===== config.mk =====
export PLATFORM = sky130hd
export DESIGN_NAME = cpc_clock_power
export DESIGN_NICKNAME = d
export VERILOG_FILES = /design/src/cpc_pkg.sv /design/src/cpc_clock_power.sv
export SDC_FILE = /design/constraint.sdc
export NUM_CORES = 1
export LEC_CHECK = 0
export BUFFER_PORTS_ARGS = -buffer_cell sky130_fd_sc_hd__buf_2
export CORE_MARGIN = 1.5
export CORE_UTILIZATION = 54
export DETAILED_ROUTE_END_ITERATION = 8
export GPL_TIMING_DRIVEN = 0
export PLACE_DENSITY = 0.77
export SLEW_MARGIN = 20
export SYNTH_ARGS = -nofsm -noshare
export SYNTH_HDL_FRONTEND = slang
export SYNTH_SLANG_ARGS = --single-unit

===== constraint.sdc =====
create_clock -name clk_sys -period 4.23 [get_ports clk_sys]
set_input_delay 0.6345 -clock clk_sys [delete_from_list [all_inputs] [get_ports clk_sys]]
set_output_delay 0.6345 -clock clk_sys [all_outputs]
set_load 0.1 [all_outputs]

===== src/cpc_pkg.sv =====
// package of register map, fields and modes for the clock and power control block
package cpc_pkg;
  localparam logic [3:0] OFS_TRIM = 4'h0;
  localparam logic [3:0] OFS_AUX = 4'h4;
  localparam logic [3:0] OFS_PRND = 4'h8;
  localparam logic [3:0] OFS_OSC = 4'hC;
  localparam logic [3:0] OFS_PWR = 4'h0;
  localparam logic [1:0] ADDR_PAGE_LO = 2'h0;
  localparam int TRIM_W = 6;
  localparam logic [5:0] TRIM_RST = 6'h00;
  localparam int AUX_EN_BIT = 15;
  localparam int AUX_LOCK_BIT = 14;
  localparam int AUX_SRC_BIT = 13;
  localparam int AUX_DIV_LSB = 8;
  localparam int AUX_REF_BIT = 7;
  localparam int AUX_RC_BIT = 6;
  localparam logic [15:0] AUX_RST = 16'h2700;
  localparam logic [15:0] AUX_WMASK = 16'hA7C0;
  localparam logic [14:0] PRND_RST = 15'h0000;
  localparam int OSC_NEW_LSB = 8;
  localparam int OSC_CUR_LSB = 12;
  localparam int OSC_SWITCH_BIT = 0;
  localparam logic [2:0] OSC_RST = 3'h0;
  localparam int PWR_CORE_REG_BIT = 8;
  localparam int PWR_FLASH_REG_BIT = 11;
  localparam int PWR_SLEEP_FLAG_BIT = 3;
  localparam int PWR_IDLE_FLAG_BIT = 2;
  localparam int PWR_UNLOCK_BIT = 0;
  localparam int RESUME_NS = 100;
  localparam int CLK_NS = 50;
  localparam int RESUME_CYC = RESUME_NS / CLK_NS;
  localparam int AUX_LOCK_CYC = 64;
  typedef enum logic [3:0] {
    CPC_RUN = 4'b0001,
    CPC_SLEEP = 4'b0010,
    CPC_IDLE = 4'b0100,
    CPC_RESUME = 4'b1000
  } cpc_state_e;
endpackage


===== src/cpc_clock_power.sv =====
// clock selection, auxiliary clock path, pseudorandom register and sleep/idle control
//
// Contract
// - six-bit signed trim code sets fast RC frequency around its centre
// - auxiliary PLL runs only while its enable bit is one
// - read-only lock bit reports auxiliary PLL lock; writes ignored
// - divider source: aux oscillators when one, primary PLL VCO when zero
// - output divider codes 111..000 divide by 1,2,4,8,16,32,64,256
// - reference select one routes primary oscillator; zero selects nothing
// - PLL input select one picks fast RC; zero follows reference select
// - pseudorandom register has 15 read-write bits, reset zero, top bit zero
// - sleep stops clocks and execution; idle halts only the CPU
// - sleep shuts system clock, on-chip oscillator and clock failure monitor
// - in sleep low-power RC runs whenever watchdog is enabled
// - watchdog is cleared on entry to sleep and to idle; the code clears on sleep entry only while watchdog_enable is set
// - sleep disables system-clocked peripherals; change notice keeps running
// - wake on enabled interrupt, any reset, or watchdog time-out
// - sleep wake restarts on the clock source active at entry
// - regulator keep-on bits clear put both regulators in standby in sleep
// - idle keeps system clock; low-power RC runs if watchdog or monitor on
// - idle wake reapplies CPU clock, execution resumes 2 to 4 cycles later
// - each peripheral's stop-in-idle bit stops it during idle
// - switch request bit starts an oscillator switch, cleared when done
`timescale 1ns/1ns
module cpc_clock_power
  import cpc_pkg::*;
#(
  parameter int NUM_PERIPH = 4,
  parameter int LOCK_CYCLES = AUX_LOCK_CYC,
  parameter int SWITCH_CYCLES = 8
) (
  input wire logic clk_sys,
  input wire logic rst_n,
  input wire logic clk_en,
  input wire logic [3:0] avs_address,
  input wire logic avs_read,
  input wire logic avs_write,
  input wire logic [31:0] avs_writedata,
  output logic [31:0] avs_readdata,
  output logic avs_waitrequest,
  input wire logic [1:0] avs_page,
  input wire logic power_save_instruction,
  input wire logic power_save_sleep,
  input wire logic wake_interrupt,
  input wire logic watchdog_timeout,
  input wire logic watchdog_enable,
  input wire logic clock_failure_monitor_enable,
  input wire logic [NUM_PERIPH-1:0] stop_in_idle,
  input wire logic aux_osc_clk,
  input wire logic primary_osc_clk,
  input wire logic fast_rc_clk,
  input wire logic primary_vco_clk,
  output logic [TRIM_W-1:0] trim_code,
  output logic aux_pll_running,
  output logic aux_clock_out,
  output logic cpu_clock_enable,
  output logic system_clock_enable,
  output logic low_power_rc_enable,
  output logic clock_failure_monitor_active,
  output logic watchdog_clear,
  output logic core_regulator_standby,
  output logic flash_regulator_standby,
  output logic [NUM_PERIPH-1:0] periph_clock_enable,
  output logic [2:0] active_oscillator
);
  // one register page selector chooses between clock and power views
  logic [15:0] aux_ctrl;
  logic [14:0] pseudorandom_bits;
  logic [2:0] new_oscillator_select;
  logic oscillator_switch_request;
  logic core_regulator_keep_on;
  logic flash_regulator_keep_on;
  logic config_unlocked;
  logic aux_pll_locked;
  logic [7:0] lock_count;
  logic [7:0] switch_count;
  logic [7:0] aux_div_count;
  logic [1:0] resume_count;
  logic bus_ack;
  logic wr_req;
  logic rd_req;
  logic aux_ref_live;
  logic aux_src_clk;
  logic [7:0] aux_div_ratio;
  cpc_state_e state;
  cpc_state_e next_state;

  function automatic logic [7:0] div_ratio(input logic [2:0] code);
    logic [7:0] r;
    // half the division minus one; code 7 bypasses the counter
    r = 8'h7F;
    if (code == 3'h7) begin
      r = 8'h00;
    end else if (code != 3'h0) begin
      r = 8'((9'h001 << (3'h6 - code)) - 9'h001);
    end
    return r;
  endfunction

  function automatic logic page_hit(input logic [1:0] pg, input logic [3:0] a, input logic [3:0] o);
    return (pg == ADDR_PAGE_LO) && (a == o);
  endfunction

  // one wait cycle on every access keeps read data from a flop
  // a write lands only on the edge that sees waitrequest low
  assign wr_req = avs_write && bus_ack;
  assign rd_req = avs_read && !bus_ack;
  assign avs_waitrequest = (avs_read || avs_write) && !bus_ack;

  always_ff @(posedge clk_sys or negedge rst_n) begin
    if (!rst_n) begin
      bus_ack <= 1'b0;
    end else if (clk_en) begin
      bus_ack <= (avs_read || avs_write) && !bus_ack;
    end
  end

  always_ff @(posedge clk_sys or negedge rst_n) begin
    if (!rst_n) begin
      avs_readdata <= 32'h0000_0000;
    end else if (clk_en && rd_req) begin
      avs_readdata <= 32'h0000_0000;
      if (avs_page == ADDR_PAGE_LO) begin
        case (avs_address)
          OFS_TRIM: avs_readdata <= {26'h0, trim_code};
          OFS_AUX: begin
            avs_readdata <= {16'h0, aux_ctrl};
            avs_readdata[AUX_LOCK_BIT] <= aux_pll_locked;
          end
          OFS_PRND: avs_readdata <= {17'h0, pseudorandom_bits};
          OFS_OSC: begin
            avs_readdata[OSC_CUR_LSB +: 3] <= active_oscillator;
            avs_readdata[OSC_NEW_LSB +: 3] <= new_oscillator_select;
            avs_readdata[OSC_SWITCH_BIT] <= oscillator_switch_request;
          end
          default: avs_readdata <= 32'h0000_0000;
        endcase
      end else if (avs_address == OFS_PWR) begin
        avs_readdata[PWR_CORE_REG_BIT] <= core_regulator_keep_on;
        avs_readdata[PWR_FLASH_REG_BIT] <= flash_regulator_keep_on;
        avs_readdata[PWR_SLEEP_FLAG_BIT] <= (state == CPC_SLEEP);
        avs_readdata[PWR_IDLE_FLAG_BIT] <= (state == CPC_IDLE);
        avs_readdata[PWR_UNLOCK_BIT] <= config_unlocked;
      end
    end
  end

  // trim register: signed code, 0 centre, 01F max up, 20 max down
  always_ff @(posedge clk_sys or negedge rst_n) begin
    if (!rst_n) begin
      trim_code <= TRIM_RST;
    end else if (clk_en && wr_req && page_hit(avs_page, avs_address, OFS_TRIM)) begin
      trim_code <= avs_writedata[TRIM_W-1:0];
    end
  end

  always_ff @(posedge clk_sys or negedge rst_n) begin
    if (!rst_n) begin
      aux_ctrl <= AUX_RST;
    end else if (clk_en && wr_req && page_hit(avs_page, avs_address, OFS_AUX)) begin
      aux_ctrl <= avs_writedata[15:0] & AUX_WMASK;
    end
  end

  always_ff @(posedge clk_sys or negedge rst_n) begin
    if (!rst_n) begin
      pseudorandom_bits <= PRND_RST;
    end else if (clk_en && wr_req && page_hit(avs_page, avs_address, OFS_PRND)) begin
      pseudorandom_bits <= avs_writedata[14:0];
    end
  end

  // power page: regulator keep-on bits and configuration unlock
  always_ff @(posedge clk_sys or negedge rst_n) begin
    if (!rst_n) begin
      core_regulator_keep_on <= 1'b0;
      flash_regulator_keep_on <= 1'b0;
      config_unlocked <= 1'b0;
    end else if (clk_en && wr_req && avs_page != ADDR_PAGE_LO && avs_address == OFS_PWR) begin
      core_regulator_keep_on <= avs_writedata[PWR_CORE_REG_BIT];
      flash_regulator_keep_on <= avs_writedata[PWR_FLASH_REG_BIT];
      config_unlocked <= avs_writedata[PWR_UNLOCK_BIT];
    end
  end

  // oscillator selection; a locked configuration ignores the write
  always_ff @(posedge clk_sys or negedge rst_n) begin
    if (!rst_n) begin
      new_oscillator_select <= OSC_RST;
      oscillator_switch_request <= 1'b0;
      switch_count <= 8'h00;
      active_oscillator <= OSC_RST;
    end else if (clk_en) begin
      if (wr_req && config_unlocked && page_hit(avs_page, avs_address, OFS_OSC)) begin
        new_oscillator_select <= avs_writedata[OSC_NEW_LSB +: 3];
        if (avs_writedata[OSC_SWITCH_BIT]) begin
          oscillator_switch_request <= 1'b1;
          switch_count <= 8'h00;
        end
      end else if (oscillator_switch_request && state != CPC_SLEEP) begin
        if (switch_count == 8'(SWITCH_CYCLES - 1)) begin
          active_oscillator <= new_oscillator_select;
          oscillator_switch_request <= 1'b0;
        end else begin
          switch_count <= switch_count + 8'h01;
        end
      end
    end
  end

  // aux reference: fast RC wins, else primary osc, else nothing
  assign aux_ref_live = aux_ctrl[AUX_RC_BIT] || aux_ctrl[AUX_REF_BIT];
  assign aux_pll_running = aux_ctrl[AUX_EN_BIT] && aux_ref_live;

  always_ff @(posedge clk_sys or negedge rst_n) begin
    if (!rst_n) begin
      lock_count <= 8'h00;
      aux_pll_locked <= 1'b0;
    end else if (clk_en) begin
      if (!aux_pll_running) begin
        lock_count <= 8'h00;
        aux_pll_locked <= 1'b0;
      end else if (lock_count == 8'(LOCK_CYCLES - 1)) begin
        aux_pll_locked <= 1'b1;
      end else begin
        lock_count <= lock_count + 8'h01;
      end
    end
  end

  // source clocks arrive as synchronous levels; divider toggles on their state
  always_comb begin
    aux_src_clk = 1'b0;
    if (!aux_ctrl[AUX_SRC_BIT]) begin
      aux_src_clk = primary_vco_clk;
    end else if (aux_ctrl[AUX_RC_BIT]) begin
      aux_src_clk = fast_rc_clk;
    end else if (aux_ctrl[AUX_REF_BIT]) begin
      aux_src_clk = primary_osc_clk || aux_osc_clk;
    end
  end
  assign aux_div_ratio = div_ratio(aux_ctrl[AUX_DIV_LSB +: 3]);

  always_ff @(posedge clk_sys or negedge rst_n) begin
    if (!rst_n) begin
      aux_div_count <= 8'h00;
      aux_clock_out <= 1'b0;
    end else if (clk_en) begin
      if (!aux_ref_live) begin
        aux_div_count <= 8'h00;
        aux_clock_out <= 1'b0;
      end else if (aux_ctrl[AUX_DIV_LSB +: 3] == 3'h7) begin
        // divide by one: a registered copy of the selected source
        aux_div_count <= 8'h00;
        aux_clock_out <= aux_src_clk;
      end else if (aux_src_clk) begin
        if (aux_div_count >= aux_div_ratio) begin
          aux_div_count <= 8'h00;
          aux_clock_out <= !aux_clock_out;
        end else begin
          aux_div_count <= aux_div_count + 8'h01;
        end
      end
    end
  end

  // power-save sequencer
  always_comb begin
    next_state = state;
    case (state)
      CPC_RUN: begin
        if (power_save_instruction) begin
          next_state = power_save_sleep ? CPC_SLEEP : CPC_IDLE;
        end
      end
      CPC_SLEEP: begin
        if (wake_interrupt || watchdog_timeout) begin
          next_state = CPC_RESUME;
        end
      end
      CPC_IDLE: begin
        if (wake_interrupt || watchdog_timeout) begin
          next_state = CPC_RESUME;
        end
      end
      CPC_RESUME: begin
        if (resume_count == 2'(RESUME_CYC - 1)) begin
          next_state = CPC_RUN;
        end
      end
      default: next_state = CPC_RUN;
    endcase
  end

  always_ff @(posedge clk_sys or negedge rst_n) begin
    if (!rst_n) begin
      state <= CPC_RUN;
      resume_count <= 2'h0;
    end else if (clk_en) begin
      state <= next_state;
      resume_count <= (state == CPC_RESUME) ? resume_count + 2'h1 : 2'h0;
    end
  end

  // watchdog clear pulse on the entry edge into idle, and into sleep only while watchdog_enable is set
  always_ff @(posedge clk_sys or negedge rst_n) begin
    if (!rst_n) begin
      watchdog_clear <= 1'b0;
    end else if (clk_en) begin
      watchdog_clear <= (state == CPC_RUN) && power_save_instruction &&
                        (watchdog_enable || !power_save_sleep);
    end
  end

  // active_oscillator is untouched during sleep, so wake reuses it
  assign system_clock_enable = (state != CPC_SLEEP);
  assign cpu_clock_enable = (state == CPC_RUN);
  assign clock_failure_monitor_active = clock_failure_monitor_enable &&
                                        (state != CPC_SLEEP);
  assign low_power_rc_enable = watchdog_enable ||
                               (clock_failure_monitor_enable && state != CPC_SLEEP);
  assign core_regulator_standby = (state == CPC_SLEEP) && !core_regulator_keep_on;
  assign flash_regulator_standby = (state == CPC_SLEEP) && !flash_regulator_keep_on;
  always_comb begin
    for (int i = 0; i < NUM_PERIPH; i++) begin
      periph_clock_enable[i] = (state != CPC_SLEEP) &&
                               !(state == CPC_IDLE && stop_in_idle[i]);
    end
  end
endmodule


==> impl_metrics.yaml <==
finish:
  syn2layout_area_growth_pct: 18.4
  antennaDiodeCount: 0
  final_cell_mix: "buf_2, dfrtp_1, mux2_2"
  design_area_mm2: 0.00555
  nets: 622
  drive_above_1_share_pct: 33.2
sta:
  clock_skew_ns: 0.0188
  rsz0062_at_grt: "false"
  final.setup.tns_ns: 0
  timing.final.crit_share_pct: 86.5
  setup_violations: 0
  slew_headroom_pct: 47.1
  report.final.slew_viol_count: 0
  hold_ws_ns: 0.205
  tightest_slew_ns: 0.789
  fmax_mhz: 273
  hold_viol_final: 0
  min_period_ns: 3.66
clock_network:
  clockBufferDepth: 2
  path_clk_slew_ns: 0.09
  post_cts_buffers: 0
  numCtsBuffers: 9
  cts-root-buf: "clkbuf_8"
  cts.sinks: 88
  hold_buffers: 0
  clkLatencyLatePin_ns: 0.36
  post_cts_resized: 0
  cts_tree: "done"
  htreeDepth: 3
floorplanning:
  io_pins: 112
  initial_core_util_pct: 56.4
  die_h_um: 96.1
  rows: 33
  die_w_um: 96.1
  core-area_mm2: 0.00830
  die_area_mm2: 0.00924
power:
  seqPwrFrac_pct: 40.2
  p_int_mw: 1.45
  power_mw: 2.35
  switching_power_mw: 0.899
  leakagePower_nw: 2.79
  p_comb_share_pct: 29.6
  peakVddDrop_uv: 250
  power_density_mw_per_mm2: 424
  switching_share_pct: 38.2
  p_clk_share_pct: 30.2
setup_path:
  worst_setup_path_end_kind: "flop"
  worst_path_largest_cell_delay_ns: 0.60
  cp-startpoint: "aux_ctrl[10]$_DFFE_PN1P_"
  cp_slowest_cell: "a31oi_1"
  worst-setup-path-type: "reg -> reg"
  cp_max_fo: 10
  reg2reg_depth: 12
  arrival_ns: 3.91
  critPathBufInv: 1
  crit_path_start_kind: "flop"
  worst-endpoint-required_ns: 4.48
  path_depth: 12
  r2r_start: "aux_ctrl[10]$_DFFE_PN1P_"
  r2r_end: "aux_div_count[3]$_DFFE_PN0P_"
  crit_family: "compound AO/OA/AOI/OAI gates"
  endpoint: "aux_div_count[3]$_DFFE_PN0P_"
  cp_cell_sequence: "clkbuf_1 -> nand2_1 -> or2_2 -> ha_1 -> o21a_1 -> o22a_1 -> ha_1 -> o21a_1 -> o211ai_1 -> a31oi_1 -> nor3b_2 -> a22o_1"
  worst-r2r-setup-slack_ns: 0.57
global_route:
  antenna_found_initial: 0
  overflow: 0
  grt_first_pass_wirelength_mm: 17.5
  grtUsageTotal_pct: 24.9
  grt_max_degree: 58
  grt_pass1_vias: 3653
logic_synthesis:
  yosys.area_share.simple_pct: 16.0
  ys_ff_latch: 88
  synth_fa_ha_area_share_pct: 3.47
  async_flop_share_pct: 100
  synth_area_per_cell_um2: 10.5
  netlist_instances: 446
  synth_cell_types: 63
  synth_compound_area_share_pct: 12.8
  netlist_area_mm2: 0.00468
  yosysSeqAreaShare_pct: 47.1
  synth_mux_area_share_pct: 13.4
  synth_edf_count: 0
  ys_warn_count: 0
  synth_xor_area_share_pct: 2.06
  synth_top_family_by_area: "simple AND/OR/NAND/NOR gates"
  synth_ff_type: "dfrtp_1"
placement:
  place.gp.congestion: 0.832
  placed_cell_area_mm2: 0.00530
  dp_hpwl_mm: 7.93
  port_buffers: 79
routing:
  viasPerCell: 5.56
  drt_iter0_drc: 178
  ant_nets: 0
  dr_total_vias: 3684
  firstDrtPassIters: 4
  wl_mm: 10.7
  wire_per_inst_um: 16.2
  drc_errors: 0
min_path:
  min_path_type: "in -> async"
run:
  maxCapViolCount: 0
outcome:
  status: "finished, final reports clean"
## worst reg2reg max path, cell delays in order (launching register included)
cell	delay, ns
dfstp_2	0.58
clkbuf_1	0.31
nand2_1	0.13
or2_2	0.29
ha_1	0.26
o21a_1	0.20
o22a_1	0.20
ha_1	0.31
o21a_1	0.13
o211ai_1	0.07
a31oi_1	0.60
nor3b_2	0.21
a22o_1	0.26
## synthesized netlist by cell type, drive strengths merged (7+ instances only)
master   n  area [µm²]
dfrtp   83        2080
ha      13         163
and3     7        43.8
nor2b    9        56.3
a22o     9        78.8
inv     13        48.8
mux2i   10         100
nor3     9        61.3
nand3   17        85.1
nor2    34         130
o21ai   28         140
clkbuf   7        26.3
buf     24         156
a22oi    8        60.1
nand2   35         131
a21oi   12        60.1
mux2    47         529
## power by group through the flow
stage	clock network (mW)	logic (mW)	registers [mW]
floorplan	0	0.512	1.00
global placement	0	0.681	0.955
detailed placement	0	0.698	0.961
CTS	0.720	0.700	0.945
global route	0.748	0.745	0.953
finish	0.711	0.696	0.944
## worst min-delay path by stage
| stage | from | end | slack, ns |
|---|---|---|---|
| 2_1_floorplan | rst_n | active_oscillator[0]$_DFFE_PN0P_ | 0.34 |
| 3_3_place_gp | avs_readdata[14]$_DFFE_PN0P_ | avs_readdata[14]$_DFFE_PN0P_ | 0.46 |
| 3_5_place_dp | avs_readdata[8]$_DFFE_PN0P_ | avs_readdata[8]$_DFFE_PN0P_ | 0.47 |
| 4_1_cts | rst_n | new_oscillator_select[2]$_DFFE_PN0P_ | 0.22 |
| 5_1_grt | rst_n | active_oscillator[2]$_DFFE_PN0P_ | 0.23 |
| 6_report | rst_n | active_oscillator[2]$_DFFE_PN0P_ | 0.20 |
## registers in the layout, indices dropped and copies added, names as in the netlist, 2 cells and up
register	cells
aux_ctrl	7
avs_readdata	16
trim_code	6
active_oscillator	3
new_oscillator_select	3
resume_count	2
pseudorandom_bits	15
aux_div_count	8
state	4
switch_count	8
lock_count	8
## cell families after synthesis
| family | Yosys count |
|---|---|
| buffers and inverters | 44 |
| other | 2 |
| DFF | 88 |
| adders and majority gates | 13 |
| and+or+nand+nor | 142 |
| muxes | 57 |
| AOI/OAI and AO/OA | 89 |
| xor gates and xnor gates | 11 |
## stage by stage
| stage | util (%) | std cells | setup slack, ns |
|---|---|---|---|
| 2_1_floorplan | - | 461 | 1.02 |
| 3_3_place_gp | 63.5 | 645 | 0.750 |
| 3_5_place_dp | 63.9 | 646 | 0.672 |
| 4_1_cts | 66.8 | 662 | 0.618 |
| 5_1_grt | 66.8 | 662 | 0.357 |
| 6_report | 66.8 | 662 | 0.571 |
## cell type report
class / count / area [µm²]
Inverter: 13 / 48.8
Sequential cell: 88 / 2210
Clock inverter: 6 / 115
Buffer: 31 / 183
Timing Repair Buffer: 80 / 425
Clock buffer: 10 / 128
Fill cell: 699 / 2750
Multi-Input combinational cell: 329 / 2310
Tap cell: 105 / 131
## layer usage
layer / routed length [µm] / track usage [%]
met5: 0 / 0
met4: 162 / 9.19
met3: 731 / 4.42
met2: 4990 / 40.5
met1: 4820 / 33.4
Power figures use the tool's default switching activity.
